===== src/design/rtr_defines.svh =====
`ifndef RTR_DEFINES_SVH
`define RTR_DEFINES_SVH

// ------------------------------------------------------------
// register byte offsets
// ------------------------------------------------------------
`define RTR_OFS_ROUTE0 8'h00
`define RTR_OFS_ROUTE1 8'h04
`define RTR_OFS_ROUTE2 8'h08
`define RTR_OFS_PWMSEL0 8'h0C
`define RTR_OFS_PWMSEL1 8'h10
`define RTR_OFS_GSEL1 8'h14
`define RTR_OFS_GSEL2 8'h18
`define RTR_OFS_STATUS 8'h1C
`define RTR_OFS_ACTIVITY 8'h20

// ------------------------------------------------------------
// reset values
// ------------------------------------------------------------
`define RTR_RST_ROUTE0 32'h0000_0001
`define RTR_RST_ZERO 32'h0000_0000

// ------------------------------------------------------------
// field positions
// ------------------------------------------------------------
`define RTR_DEF_BIT 0
`define RTR_ALT_BIT 1
// option A bit of each switchable event; option B bit sits one above
`define RTR_C1_E2_POS 8
`define RTR_C1_E4_POS 16
`define RTR_C1_E6_POS 24
`define RTR_C1_E7_POS 0
`define RTR_C1_E8_POS 8
`define RTR_C2_E2_POS 16
`define RTR_C2_E4_POS 24
`define RTR_C2_E6_POS 0
`define RTR_C2_E7_POS 8
`define RTR_C2_E8_POS 16
// pwm A route select bits: modules 1..4 in word 0, 5..7 in word 1
`define RTR_PWM_SEL_P0 0
`define RTR_PWM_SEL_P1 8
`define RTR_PWM_SEL_P2 16
`define RTR_PWM_SEL_P3 24
// group trigger select fields
`define RTR_GSEL_EV_LSB 0
`define RTR_GSEL_G1_LSB 8
`define RTR_GSEL_G2_LSB 16
`define RTR_GSEL_W 3
// status and activity layout
`define RTR_STAT_C1_LSB 0
`define RTR_STAT_C2_LSB 3
`define RTR_STAT_PWM_LSB 6
`define RTR_STAT_W 10

`endif


===== src/design/rtr_pkg.sv =====
package rtr_pkg;

	typedef struct packed {
		logic [31:0] timer1_channels;
		logic [17:0] timer2_channels;
		logic rti_compare0;
		logic [1:0] port_b_bits;
	} rtr_src_t;

	typedef struct packed {
		logic combined_b_trigger;
		logic combined_a1_trigger;
		logic combined_a2_trigger;
		logic combined_ab_trigger;
	} rtr_pwm_trig_t;

	// opt_a / opt_b index 0..4 stands for events 2, 4, 6, 7, 8
	typedef struct packed {
		logic default_en;
		logic alt_en;
		logic [4:0] opt_a;
		logic [4:0] opt_b;
	} rtr_route_t;

	typedef struct packed {
		logic [2:0] group2_trigger_sel;
		logic [2:0] group1_trigger_sel;
		logic [2:0] event_group_trigger_sel;
	} rtr_grp_sel_t;

endpackage


===== src/design/rtr_pwm_combine.sv =====
`timescale 1ns/10ps
module rtr_pwm_combine
	import rtr_pkg::*;
#(
	parameter int NUM_PWM = 7
) (
	input wire logic [NUM_PWM-1:0] pwm_conv_start_a_in,
	input wire logic [NUM_PWM-1:0] pwm_conv_start_b_in,
	input wire logic [NUM_PWM-1:0] pwm_a_route_select_in,
	output rtr_pwm_trig_t comb_out
);

	logic b_any;
	logic a1_any;
	logic a2_any;

	assign b_any = |pwm_conv_start_b_in;
	assign a1_any = |(pwm_conv_start_a_in & ~pwm_a_route_select_in);
	assign a2_any = |(pwm_conv_start_a_in & pwm_a_route_select_in);

	// no storage: a start pulse reaches the converter in the same cycle
	always_comb begin
		comb_out.combined_b_trigger = b_any;
		comb_out.combined_a1_trigger = a1_any;
		comb_out.combined_a2_trigger = a2_any;
		comb_out.combined_ab_trigger = b_any | a2_any;
	end

endmodule // rtr_pwm_combine


===== src/design/rtr_conv_select.sv =====
`timescale 1ns/10ps
module rtr_conv_select
	import rtr_pkg::*;
(
	input wire logic event_pad_in,
	input wire rtr_src_t src_in,
	input wire rtr_pwm_trig_t pwm_in,
	input wire rtr_route_t route_in,
	input wire rtr_grp_sel_t sel_in,
	output logic [2:0] group_trig_out
);

	logic [7:0] ev;

	// a switchable event with neither option bit set delivers nothing
	function automatic logic pick_opt(input logic a_en, input logic b_en,
		input logic a_src, input logic b_src);
		if (a_en) begin
			return a_src;
		end else if (b_en) begin
			return b_src;
		end
		return 1'b0;
	endfunction

	function automatic logic pick_event(input logic [7:0] evs, input logic [2:0] code);
		return evs[code];
	endfunction

	// ------------------------------------------------------------
	// event table, ev[0] is event 1
	// ------------------------------------------------------------
	always_comb begin
		ev = 8'h00;
		if (route_in.default_en) begin
			ev[0] = event_pad_in;
			ev[1] = src_in.timer1_channels[8];
			ev[2] = src_in.timer1_channels[10];
			ev[3] = src_in.rti_compare0;
			ev[4] = src_in.timer1_channels[12];
			ev[5] = src_in.timer1_channels[14];
			ev[6] = src_in.port_b_bits[0];
			ev[7] = src_in.port_b_bits[1];
		end else if (route_in.alt_en) begin
			ev[0] = event_pad_in;
			ev[2] = src_in.timer1_channels[27];
			ev[4] = src_in.timer1_channels[17];
			ev[1] = pick_opt(route_in.opt_a[0], route_in.opt_b[0],
				src_in.timer2_channels[5], pwm_in.combined_b_trigger);
			ev[3] = pick_opt(route_in.opt_a[1], route_in.opt_b[1],
				src_in.rti_compare0, pwm_in.combined_a1_trigger);
			ev[5] = pick_opt(route_in.opt_a[2], route_in.opt_b[2],
				src_in.timer1_channels[19], src_in.timer2_channels[1]);
			ev[6] = pick_opt(route_in.opt_a[3], route_in.opt_b[3],
				src_in.timer1_channels[11], pwm_in.combined_a2_trigger);
			ev[7] = pick_opt(route_in.opt_a[4], route_in.opt_b[4],
				src_in.timer2_channels[13], pwm_in.combined_ab_trigger);
		end
	end

	always_comb begin
		group_trig_out[0] = pick_event(ev, sel_in.event_group_trigger_sel);
		group_trig_out[1] = pick_event(ev, sel_in.group1_trigger_sel);
		group_trig_out[2] = pick_event(ev, sel_in.group2_trigger_sel);
	end

endmodule // rtr_conv_select


===== src/design/rtr_router.sv =====
// Contract
// - three groups, each picks one of eight
// - select codes 000..111 give events 1..8
// - default bit set gives default source set
// - alternate set: events 1,3,5 fixed sources
// - events 2,4,6,7,8 choose option A or B
// - converter 2 mirrors converter 1, own bits
// - pad triggers tapped after input buffer
// - timer and pwm triggers come straight from modules
// - real-time compare taken before interrupt gating
// - each pwm A start has own select bit
// - combined B is OR of B starts
// - combined A1 ORs A starts, select clear
// - combined A2 ORs A starts, select set
// - combined AB is B OR A2
`timescale 1ns/10ps
`include "rtr_defines.svh"
module rtr_router
	import rtr_pkg::*;
#(
	parameter int NUM_PWM = 7
) (
	input wire logic clk_in,
	input wire logic arst_n_in,
	input wire logic [7:0] reg_addr_in,
	input wire logic [31:0] reg_wdata_in,
	input wire logic reg_wr_in,
	input wire logic reg_rd_in,
	output logic [31:0] reg_rdata_out,
	input wire logic conv1_event_pad_in,
	input wire logic conv2_event_pad_in,
	input wire logic [31:0] timer1_channels_in,
	input wire logic [17:0] timer2_channels_in,
	input wire logic rti_compare0_in,
	input wire logic [1:0] port_b_bits_in,
	input wire logic [NUM_PWM-1:0] pwm_conv_start_a_in,
	input wire logic [NUM_PWM-1:0] pwm_conv_start_b_in,
	output logic [2:0] conv1_group_trig_out,
	output logic [2:0] conv2_group_trig_out
);

	// ------------------------------------------------------------
	// declarations
	// ------------------------------------------------------------
	logic [31:0] route0_q;
	logic [31:0] route1_q;
	logic [31:0] route2_q;
	logic [31:0] pwmsel0_q;
	logic [31:0] pwmsel1_q;
	logic [31:0] gsel1_q;
	logic [31:0] gsel2_q;
	logic [`RTR_STAT_W-1:0] stat_sync1_q;
	logic [`RTR_STAT_W-1:0] stat_sync2_q;
	logic [`RTR_STAT_W-1:0] activity_q;
	logic [`RTR_STAT_W-1:0] activity_d;
	logic [`RTR_STAT_W-1:0] stat_live;
	logic [31:0] rdata_d;
	logic [NUM_PWM-1:0] pwm_a_route_select;
	rtr_src_t src;
	rtr_pwm_trig_t comb;
	rtr_route_t c1_route;
	rtr_route_t c2_route;
	rtr_grp_sel_t c1_sel;
	rtr_grp_sel_t c2_sel;

	function automatic logic wr_hit(input logic wr, input logic [7:0] addr,
		input logic [7:0] ofs);
		return wr && (addr == ofs);
	endfunction

	function automatic rtr_grp_sel_t gsel_fields(input logic [31:0] w);
		rtr_grp_sel_t s;
		s.event_group_trigger_sel = w[`RTR_GSEL_EV_LSB +: `RTR_GSEL_W];
		s.group1_trigger_sel = w[`RTR_GSEL_G1_LSB +: `RTR_GSEL_W];
		s.group2_trigger_sel = w[`RTR_GSEL_G2_LSB +: `RTR_GSEL_W];
		return s;
	endfunction

	// ------------------------------------------------------------
	// configuration registers
	// ------------------------------------------------------------
	always_ff @(posedge clk_in or negedge arst_n_in) begin
		if (!arst_n_in) begin
			route0_q <= `RTR_RST_ROUTE0;
		end else if (wr_hit(reg_wr_in, reg_addr_in, `RTR_OFS_ROUTE0)) begin
			route0_q <= reg_wdata_in;
		end
	end

	always_ff @(posedge clk_in or negedge arst_n_in) begin
		if (!arst_n_in) begin
			route1_q <= `RTR_RST_ZERO;
		end else if (wr_hit(reg_wr_in, reg_addr_in, `RTR_OFS_ROUTE1)) begin
			route1_q <= reg_wdata_in;
		end
	end

	always_ff @(posedge clk_in or negedge arst_n_in) begin
		if (!arst_n_in) begin
			route2_q <= `RTR_RST_ZERO;
		end else if (wr_hit(reg_wr_in, reg_addr_in, `RTR_OFS_ROUTE2)) begin
			route2_q <= reg_wdata_in;
		end
	end

	always_ff @(posedge clk_in or negedge arst_n_in) begin
		if (!arst_n_in) begin
			pwmsel0_q <= `RTR_RST_ZERO;
		end else if (wr_hit(reg_wr_in, reg_addr_in, `RTR_OFS_PWMSEL0)) begin
			pwmsel0_q <= reg_wdata_in;
		end
	end

	always_ff @(posedge clk_in or negedge arst_n_in) begin
		if (!arst_n_in) begin
			pwmsel1_q <= `RTR_RST_ZERO;
		end else if (wr_hit(reg_wr_in, reg_addr_in, `RTR_OFS_PWMSEL1)) begin
			pwmsel1_q <= reg_wdata_in;
		end
	end

	// group selects: software moves them off code 000 (event 1, the pad) to stop a remuxed pad triggering
	always_ff @(posedge clk_in or negedge arst_n_in) begin
		if (!arst_n_in) begin
			gsel1_q <= `RTR_RST_ZERO;
		end else if (wr_hit(reg_wr_in, reg_addr_in, `RTR_OFS_GSEL1)) begin
			gsel1_q <= reg_wdata_in;
		end
	end

	always_ff @(posedge clk_in or negedge arst_n_in) begin
		if (!arst_n_in) begin
			gsel2_q <= `RTR_RST_ZERO;
		end else if (wr_hit(reg_wr_in, reg_addr_in, `RTR_OFS_GSEL2)) begin
			gsel2_q <= reg_wdata_in;
		end
	end

	// ------------------------------------------------------------
	// routing controls
	// ------------------------------------------------------------
	always_comb begin
		c1_route.default_en = route0_q[`RTR_DEF_BIT];
		c1_route.alt_en = route0_q[`RTR_ALT_BIT];
		c1_route.opt_a = {route1_q[`RTR_C1_E8_POS], route1_q[`RTR_C1_E7_POS],
			route0_q[`RTR_C1_E6_POS], route0_q[`RTR_C1_E4_POS],
			route0_q[`RTR_C1_E2_POS]};
		c1_route.opt_b = {route1_q[`RTR_C1_E8_POS + 1], route1_q[`RTR_C1_E7_POS + 1],
			route0_q[`RTR_C1_E6_POS + 1], route0_q[`RTR_C1_E4_POS + 1],
			route0_q[`RTR_C1_E2_POS + 1]};
		// converter 2 shares the set choice but owns its option pairs
		c2_route.default_en = route0_q[`RTR_DEF_BIT];
		c2_route.alt_en = route0_q[`RTR_ALT_BIT];
		c2_route.opt_a = {route2_q[`RTR_C2_E8_POS], route2_q[`RTR_C2_E7_POS],
			route2_q[`RTR_C2_E6_POS], route1_q[`RTR_C2_E4_POS],
			route1_q[`RTR_C2_E2_POS]};
		c2_route.opt_b = {route2_q[`RTR_C2_E8_POS + 1], route2_q[`RTR_C2_E7_POS + 1],
			route2_q[`RTR_C2_E6_POS + 1], route1_q[`RTR_C2_E4_POS + 1],
			route1_q[`RTR_C2_E2_POS + 1]};
	end

	always_comb begin
		pwm_a_route_select = '0;
		pwm_a_route_select[0] = pwmsel0_q[`RTR_PWM_SEL_P0];
		pwm_a_route_select[1] = pwmsel0_q[`RTR_PWM_SEL_P1];
		pwm_a_route_select[2] = pwmsel0_q[`RTR_PWM_SEL_P2];
		pwm_a_route_select[3] = pwmsel0_q[`RTR_PWM_SEL_P3];
		pwm_a_route_select[4] = pwmsel1_q[`RTR_PWM_SEL_P0];
		pwm_a_route_select[5] = pwmsel1_q[`RTR_PWM_SEL_P1];
		pwm_a_route_select[6] = pwmsel1_q[`RTR_PWM_SEL_P2];
	end

	assign c1_sel = gsel_fields(gsel1_q);
	assign c2_sel = gsel_fields(gsel2_q);

	// ------------------------------------------------------------
	// trigger paths
	// ------------------------------------------------------------
	// sources are used raw; the sequencers edge-detect and synchronise
	always_comb begin
		src.timer1_channels = timer1_channels_in;
		src.timer2_channels = timer2_channels_in;
		src.rti_compare0 = rti_compare0_in;
		src.port_b_bits = port_b_bits_in;
	end

	rtr_pwm_combine #(
		.NUM_PWM(NUM_PWM)
	) u_combine (
		.pwm_conv_start_a_in(pwm_conv_start_a_in),
		.pwm_conv_start_b_in(pwm_conv_start_b_in),
		.pwm_a_route_select_in(pwm_a_route_select),
		.comb_out(comb)
	);

	rtr_conv_select u_conv1 (
		.event_pad_in(conv1_event_pad_in),
		.src_in(src),
		.pwm_in(comb),
		.route_in(c1_route),
		.sel_in(c1_sel),
		.group_trig_out(conv1_group_trig_out)
	);

	rtr_conv_select u_conv2 (
		.event_pad_in(conv2_event_pad_in),
		.src_in(src),
		.pwm_in(comb),
		.route_in(c2_route),
		.sel_in(c2_sel),
		.group_trig_out(conv2_group_trig_out)
	);

	// ------------------------------------------------------------
	// status observation
	// ------------------------------------------------------------
	// only the readback path is synchronised, the trigger path stays raw
	// status therefore lags the trigger outputs by two to three cycles
	always_comb begin
		stat_live = '0;
		stat_live[`RTR_STAT_C1_LSB +: 3] = conv1_group_trig_out;
		stat_live[`RTR_STAT_C2_LSB +: 3] = conv2_group_trig_out;
		stat_live[`RTR_STAT_PWM_LSB] = comb.combined_ab_trigger;
		stat_live[`RTR_STAT_PWM_LSB + 1] = comb.combined_a2_trigger;
		stat_live[`RTR_STAT_PWM_LSB + 2] = comb.combined_a1_trigger;
		stat_live[`RTR_STAT_PWM_LSB + 3] = comb.combined_b_trigger;
	end

	always_ff @(posedge clk_in or negedge arst_n_in) begin
		if (!arst_n_in) begin
			stat_sync1_q <= '0;
		end else begin
			stat_sync1_q <= stat_live;
		end
	end

	always_ff @(posedge clk_in or negedge arst_n_in) begin
		if (!arst_n_in) begin
			stat_sync2_q <= '0;
		end else begin
			stat_sync2_q <= stat_sync1_q;
		end
	end

	// sticky activity, write one to clear; a new level wins over the clear
	always_comb begin
		activity_d = activity_q;
		if (wr_hit(reg_wr_in, reg_addr_in, `RTR_OFS_ACTIVITY)) begin
			activity_d = activity_d & ~reg_wdata_in[`RTR_STAT_W-1:0];
		end
		activity_d = activity_d | stat_sync2_q;
	end

	always_ff @(posedge clk_in or negedge arst_n_in) begin
		if (!arst_n_in) begin
			activity_q <= '0;
		end else begin
			activity_q <= activity_d;
		end
	end

	// ------------------------------------------------------------
	// read path
	// ------------------------------------------------------------
	always_comb begin
		rdata_d = 32'h0000_0000;
		if (reg_addr_in == `RTR_OFS_ROUTE0) begin
			rdata_d = route0_q;
		end else if (reg_addr_in == `RTR_OFS_ROUTE1) begin
			rdata_d = route1_q;
		end else if (reg_addr_in == `RTR_OFS_ROUTE2) begin
			rdata_d = route2_q;
		end else if (reg_addr_in == `RTR_OFS_PWMSEL0) begin
			rdata_d = pwmsel0_q;
		end else if (reg_addr_in == `RTR_OFS_PWMSEL1) begin
			rdata_d = pwmsel1_q;
		end else if (reg_addr_in == `RTR_OFS_GSEL1) begin
			rdata_d = gsel1_q;
		end else if (reg_addr_in == `RTR_OFS_GSEL2) begin
			rdata_d = gsel2_q;
		end else if (reg_addr_in == `RTR_OFS_STATUS) begin
			rdata_d = {{(32-`RTR_STAT_W){1'b0}}, stat_sync2_q};
		end else if (reg_addr_in == `RTR_OFS_ACTIVITY) begin
			rdata_d = {{(32-`RTR_STAT_W){1'b0}}, activity_q};
		end
	end

	// data stands one cycle after the read strobe, zero otherwise
	always_ff @(posedge clk_in or negedge arst_n_in) begin
		if (!arst_n_in) begin
			reg_rdata_out <= 32'h0000_0000;
		end else if (reg_rd_in) begin
			reg_rdata_out <= rdata_d;
		end else begin
			reg_rdata_out <= 32'h0000_0000;
		end
	end

endmodule // rtr_router


===== config.mk =====
export PLATFORM = sky130hd
export DESIGN_NAME = rtr_router
export DESIGN_NICKNAME = d
export VERILOG_FILES = /design/src/design/rtr_pkg.sv /design/src/design/rtr_pwm_combine.sv /design/src/design/rtr_conv_select.sv /design/src/design/rtr_router.sv
export VERILOG_INCLUDE_DIRS = /design/src /design/src/design
export SDC_FILE = /design/constraint.sdc
export NUM_CORES = 1
export LEC_CHECK = 0
export BUFFER_PORTS_ARGS = -buffer_cell sky130_fd_sc_hd__buf_4
export CAP_MARGIN = 20
export CORE_MARGIN = 5
export CORE_UTILIZATION = 53
export DETAILED_ROUTE_END_ITERATION = 12
export PLACE_DENSITY = 0.76
export SLEW_MARGIN = 30
export SYNTH_ARGS = -nofsm -noshare
export SYNTH_HDL_FRONTEND = slang
export SYNTH_SLANG_ARGS = --single-unit
export TNS_END_PERCENT = 30

===== constraint.sdc =====
create_clock -name clk_in -period 2.11 [get_ports clk_in]
set_clock_uncertainty 0.1 [all_clocks]
set_input_delay 0.3165 -clock clk_in [delete_from_list [all_inputs] [get_ports clk_in]]
set_output_delay 0.3165 -clock clk_in [all_outputs]
set_load 0.1 [all_outputs]

# [After elaboration in Yosys (flattened, before gate mapping)]
# Cells that the tools add are included.
[classes] n_lt_le_gt_ge=6 eq_ne=8 n_reduce_logical=12 mux=97 bitwise_logic=7
[op_table] op="$mux 32" count=8
[op_table] op="$mux 1" count=76
[op_table] op="$eq 8x5->1 const B" count=4
[op_table] op="$mux 8" count=4
[op_table] op="$mux 10" count=3
[op_table] op="$lt 3x4->1 const B" count=6
[op_table] op="$reduce_or 7->1" count=3
[op_table] op="$bmux 1 s3" count=6
[op_table] op="$eq 8x4->1 const B" count=2
[op_table] op="$and 7x7->7" count=2
[op_table] op="$and 10x10->10" count=1
[op_table] op="$not 10->10" count=1
[op_table] op="$or 10x10->10" count=1
[op_table] op="$eq 8x3->1 const B" count=1
[op_table] op="$eq 8x6->1 const B" count=1
[op_table] op="$logic_and 1x1->1" count=8
[op_table] op="$logic_not 8->1" count=1
[op_table] op="$not 7->7" count=1
[op_table] op="$or 1x1->1" count=1
[totals] register_bits=286 wordCells=141

# [Depth between registers and ports, before layout]
[logic_depth] depth_word=11 ltp_mapped=8 depth_no_buf=6

# [Modules after synthesis]
# Synthesis repeated with hierarchy kept, for this count alone.
[unflattened] cells_unflattened=1102 area_unflattened_um2=13575.5
[modules_own_cells] mod="rtr_router" instances=1 area_each_um2=12583.3 cells_per_inst=947 seq_area_each_um2=7158.1
[modules_own_cells] mod="rtr_conv_select" instances=2 area_each_um2=431.7 cells_per_inst=67 seq_area_each_um2=0.0
[modules_own_cells] mod="rtr_pwm_combine" instances=1 area_each_um2=128.9 cells_per_inst=21 seq_area_each_um2=0.0

# [Worst setup path before layout]
# No wires, ideal clock.
[synth_timing] path_type="flip-flop to flip-flop" startpoint="register route0_q[0]" endpoint="register stat_sync1_q[1]" n_path_buf=1 stages_incl_launch_ff=7 setup_time_ns=0.487 t_arrival_ns=4.788 required_time_ns=1.523 path_slack_ns=-3.265 cell_sequence="dfstp_2 clkbuf_1 nand2b_1 nor3b_1 a21oi_1 mux2_2 o311ai_0"
[synth_between] elab_chain_len=3
[synth_lines] item="start, declared" line_no="rtr_router.sv:45" text="logic [31:0] route0_q;"
[synth_lines] item="start signal, assigned" line_no="rtr_router.sv:84" text="route0_q <= `RTR_RST_ROUTE0;"
[synth_lines] item="start signal, assigned" line_no="rtr_router.sv:86" text="route0_q <= reg_wdata_in;"
[synth_lines] item="$mux 8" line_no="rtr_conv_select.sv:35" text="if (route_in.default_en) begin"
[synth_lines] item="$bmux 1 s3" line_no="rtr_conv_select.sv:27" text="return evs[code];"
[synth_lines] item="$mux 1 (not written as such)" line_no="rtr_conv_select.sv:27"
[synth_lines] item="via conv1_group_trig_out[1]" line_no="rtr_router.sv:38" text="output logic [2:0] conv1_group_trig_out,"
[synth_lines] item="end signal, assigned" line_no="rtr_router.sv:233" text="stat_sync1_q <= stat_live;"
[synth_lines] item="end, declared" line_no="rtr_router.sv:52" text="logic [`RTR_STAT_W-1:0] stat_sync1_q;"
# The timed path passes the listed nets, and every way through them passes these cells. The select of a mux whose other input is x is not followed.
# A chain may end at the register's enable or synchronous reset.

# [Final worst setup path]
[layout_timing] startpoint="register route0_q[0]" endpoint="output port conv1_group_trig_out[2]"
[layout_between] elab_chain_len=3
[layout_lines] item="$mux 8" line_no="rtr_conv_select.sv:35"
[layout_lines] item="$bmux 1 s3" line_no="rtr_conv_select.sv:27"
[layout_lines] item="$mux 1 (not written as such)" line_no="rtr_conv_select.sv:27"
[layout_lines] item="end, declared" line_no="rtr_router.sv:38"
# No other way between the ends. The select of a mux whose other input is x is not followed.

==> impl_metrics.json <==
{
  "start_util": 0.5333,
  "drtIter0Drc": 995,
  "switching_share": 0.2363,
  "crit_required_ns": 1.69,
  "cpPeakStageDelay_ns": 0.47,
  "ys.flop_type": "dfrtp_1",
  "switching_power_mw": 2.920,
  "min_period_ns": 2.964,
  "hpwl_mm": 25.67,
  "critPathTopFamily": "multiplexers",
  "startpoint": "route0_q[0]$_DFFE_PN1P_",
  "syn_area_um2": 12860,
  "cp.arrival_ns": 2.55,
  "synth_area_leader_cell": "dfrtp_1",
  "nNetsFinal": 1382,
  "multi_input_area_um2": 5502,
  "grt_remaining_overflow": 0,
  "design_area_um2": 16860,
  "num_antenna_cells": 0,
  "synth_cell_types": 62,
  "violations": "negative setup slack",
  "dpl_cell_area_um2": 15380,
  "slew_headroom": 0.6264,
  "start_kind": "flop",
  "worstMarginPinSlew_ns": 0.5562,
  "yosys_warnings": 0,
  "fin_tns_setup_ns": -4.928,
  "finalHoldViolCount": 0,
  "hp-start": "reg_wdata_in[9]",
  "remaining_drc_errors": 0,
  "cts_tree": "done",
  "dieArea_um2": 27470,
  "worst_slack_ns": -0.8543,
  "fp.dieH_um": 165.7,
  "n_fill_cell": 1678,
  "ir_drop_v": 0.0005708,
  "gp_congestion": 0.9168,
  "grt_pass1_wl_mm": 59.79,
  "powerDensity_nw_per_um2": 733.2,
  "grt_pass1_vias": 10550,
  "cp_slowest_cell": "mux4_2",
  "pwr-share-comb": 0.097,
  "ys_seq_area_frac": 0.5568,
  "path_cells": "nand2b_4 -> buf_4 -> nor3b_2 -> a21oi_2 -> mux4_2 -> a22oi_2 -> buf_8",
  "grt_max_degree": 63,
  "drive_gt1_frac": 0.4287,
  "status": "complete, but fails checks",
  "p_leak_nw": 8.159,
  "ios": 151,
  "intPower_mw": 9.440,
  "path_class": "flop to primary output",
  "rows": 57,
  "vias_per_cell": 6.126,
  "cts.clk_slew.worst_paths_ns": 0.06,
  "via_count": 9887,
  "routed_wl_mm": 37.61,
  "synth-edff-count": 0,
  "rsz0062_at_grt": "true",
  "worstReg2RegStart": "pwmsel0_q[8]$_DFFE_PN0P_",
  "cts_htree_levels": 1,
  "setup_violations": 7,
  "clock-sinks": 286,
  "syn_to_final_growth_pct": 31.13,
  "pre_cts_ws_ns": -0.4686,
  "final_core_util": 0.6994,
  "numCtsBuffers": 29,
  "synth_seq_cells": 286,
  "max_freq_mhz": 337.3,
  "clock_path_buffers": 3,
  "postRouteAntennaNets": 0,
  "maxCapViolCount": 0,
  "die_x_um": 165.7,
  "yosys-top-cells-area": "dfrtp_1, mux2_2, mux2_1, mux2_4, a22oi_1",
  "endpoint_kind": "primary output",
  "firstDrtPassIters": 5,
  "hold_path_class": "input pin to flop",
  "ys_async_sr_fraction": 1.000,
  "synth_top_area_frac": 0.5547,
  "post_drt_wl_per_cell_um": 23.30,
  "power_mw": 12.36,
  "crit_fanout": 6,
  "p_seq_frac": 0.480,
  "cp.buffers_inverters": 2,
  "slew_viol_final": 0,
  "clock_latency_ns": 0.55,
  "core_um2": 24110,
  "grt_antenna_before_repair": 0,
  "portBuffers": 111,
  "pwr-share-clk": 0.423,
  "synthesis.nets": 1109,
  "synth_cells": 996,
  "fin_crit_sh": 1.405,
  "register_area_um2": 7159,
  "grt_usage": 0.2692,
  "synth_area_per_cell_um2": 12.91,
  "root_buffer": "clkbuf_16"
}
[layout make-up]
type,count,share of cell area
flip-flops and latches,286,0.4247
multi-input cells,631,0.3263
clock buffers,48,0.05321
well taps,324,0.02405
repair buffers,309,0.1647
inverters,12,0.002672
clock inverters,4,0.004379
[metal layers]
metal  part of all wire  wire [um]  vias to the layer above  track usage
met1               0.41      15580                     5041       0.3702
met4              0.028       1061                        0      0.08178
met5                  0          0                        -            0
met3              0.078       2924                       88      0.05546
li1                   -          -                     4302            -
met2               0.48      18050                      456       0.4361
[registers in the layout, indices dropped and copies added (netlist names), 32 cells and up]
name,count
reg_rdata_out,32
route0_q,32
pwmsel1_q,32
route1_q,32
gsel2_q,32
route2_q,32
pwmsel0_q,32
gsel1_q,32
[stage by stage]
stage	hold WS, ns	cells
3_5_place_dp	0.1593	1528
3_3_place_gp	0.1587	1528
2_1_floorplan	-0.07909	996
4_1_cts	0.001162	1612
6_report	0.01047	1614
5_1_grt	0.007698	1614
[worst reg2reg max path, delay by kind of cell (launching register included)]
family	cells	cell delay, ns
AOI/OAI and AO/OA	4	0.75
and+or+nand+nor	2	0.28
buffers and inverters	3	0.50
DFF	1	0.39
[cell families after synthesis]
| logic type | after synthesis | share of synthesized area |
|---|---|---|
| AOI/OAI and AO/OA | 240 | 0.1304 |
| buffers and inverters | 79 | 0.03066 |
| DFF | 286 | 0.5568 |
| muxes | 245 | 0.2234 |
| and+or+nand+nor | 146 | 0.05878 |
[cell usage in the layout, fill, tap and decap left out, types with 11 or more instances in the layout]
cell type	count
a21oi_1	29
a222oi_1	28
a22oi_1	39
a31oi_1	15
buf_12	29
buf_4	247
clkbuf_16	29
dfrtp_1	284
dlygate4sd3_1	30
inv_1	11
mux2_1	45
mux2_2	150
mux2_4	30
mux2i_1	17
nand2_1	60
nor2_1	22
nor3_1	15
o21ai_0	45
o22ai_1	15
[repair_timing]
| item | CTS | global route |
|---|---|---|
| buffers inserted | 2 | 2 |
| hold buffers | 30 | 0 |
| setup endpoints to repair | 9 | 10 |
| hold endpoints to repair | 332 | 0 |
| gates resized for setup | 35 | 10 |
| pin swaps | 8 | 5 |
[power groups by stage]
| stage | clock (mW) | combinational (mW) | sequential (mW) |
|---|---|---|---|
| after floorplan | 0 | 0.512 | 5.97 |
| after global placement | 0 | 1.06 | 6.01 |
| after detailed placement | 0 | 1.09 | 6.02 |
| after CTS | 5.28 | 1.18 | 5.93 |
| after global routing | 5.55 | 1.29 | 5.96 |
| final | 5.23 | 1.20 | 5.94 |
[path summary, 6_finish.rpt]
check                                            end  depth (start not counted)  slack, ns
setup / recovery             conv1_group_trig_out[2]                          7      -0.85
hold / removal              pwmsel1_q[9]$_DFFE_PN0P_                          2       0.01
setup reg to reg           stat_sync1_q[1]$_DFF_PN0_                          9      -0.02
hold reg to reg            stat_sync2_q[6]$_DFF_PN0_                          0       0.25
max in group asynchronous   pwmsel0_q[2]$_DFFE_PN0P_                          3       1.03
min in group asynchronous   pwmsel1_q[8]$_DFFE_PN0P_                          2       0.17
[cell usage after synthesis (all sizes together), types with 17 or more instances]
| cell type | count |
|---|---|
| nor3 | 17 |
| a21oi | 33 |
| mux2 | 225 |
| nor2 | 28 |
| nand2 | 64 |
| a31oi | 17 |
| o21ai | 49 |
| mux2i | 18 |
| clkbuf | 27 |
| dfrtp | 285 |
| a22oi | 42 |
| a222oi | 28 |
| buf | 40 |
Note: power is estimated with default switching activity, not from simulation.
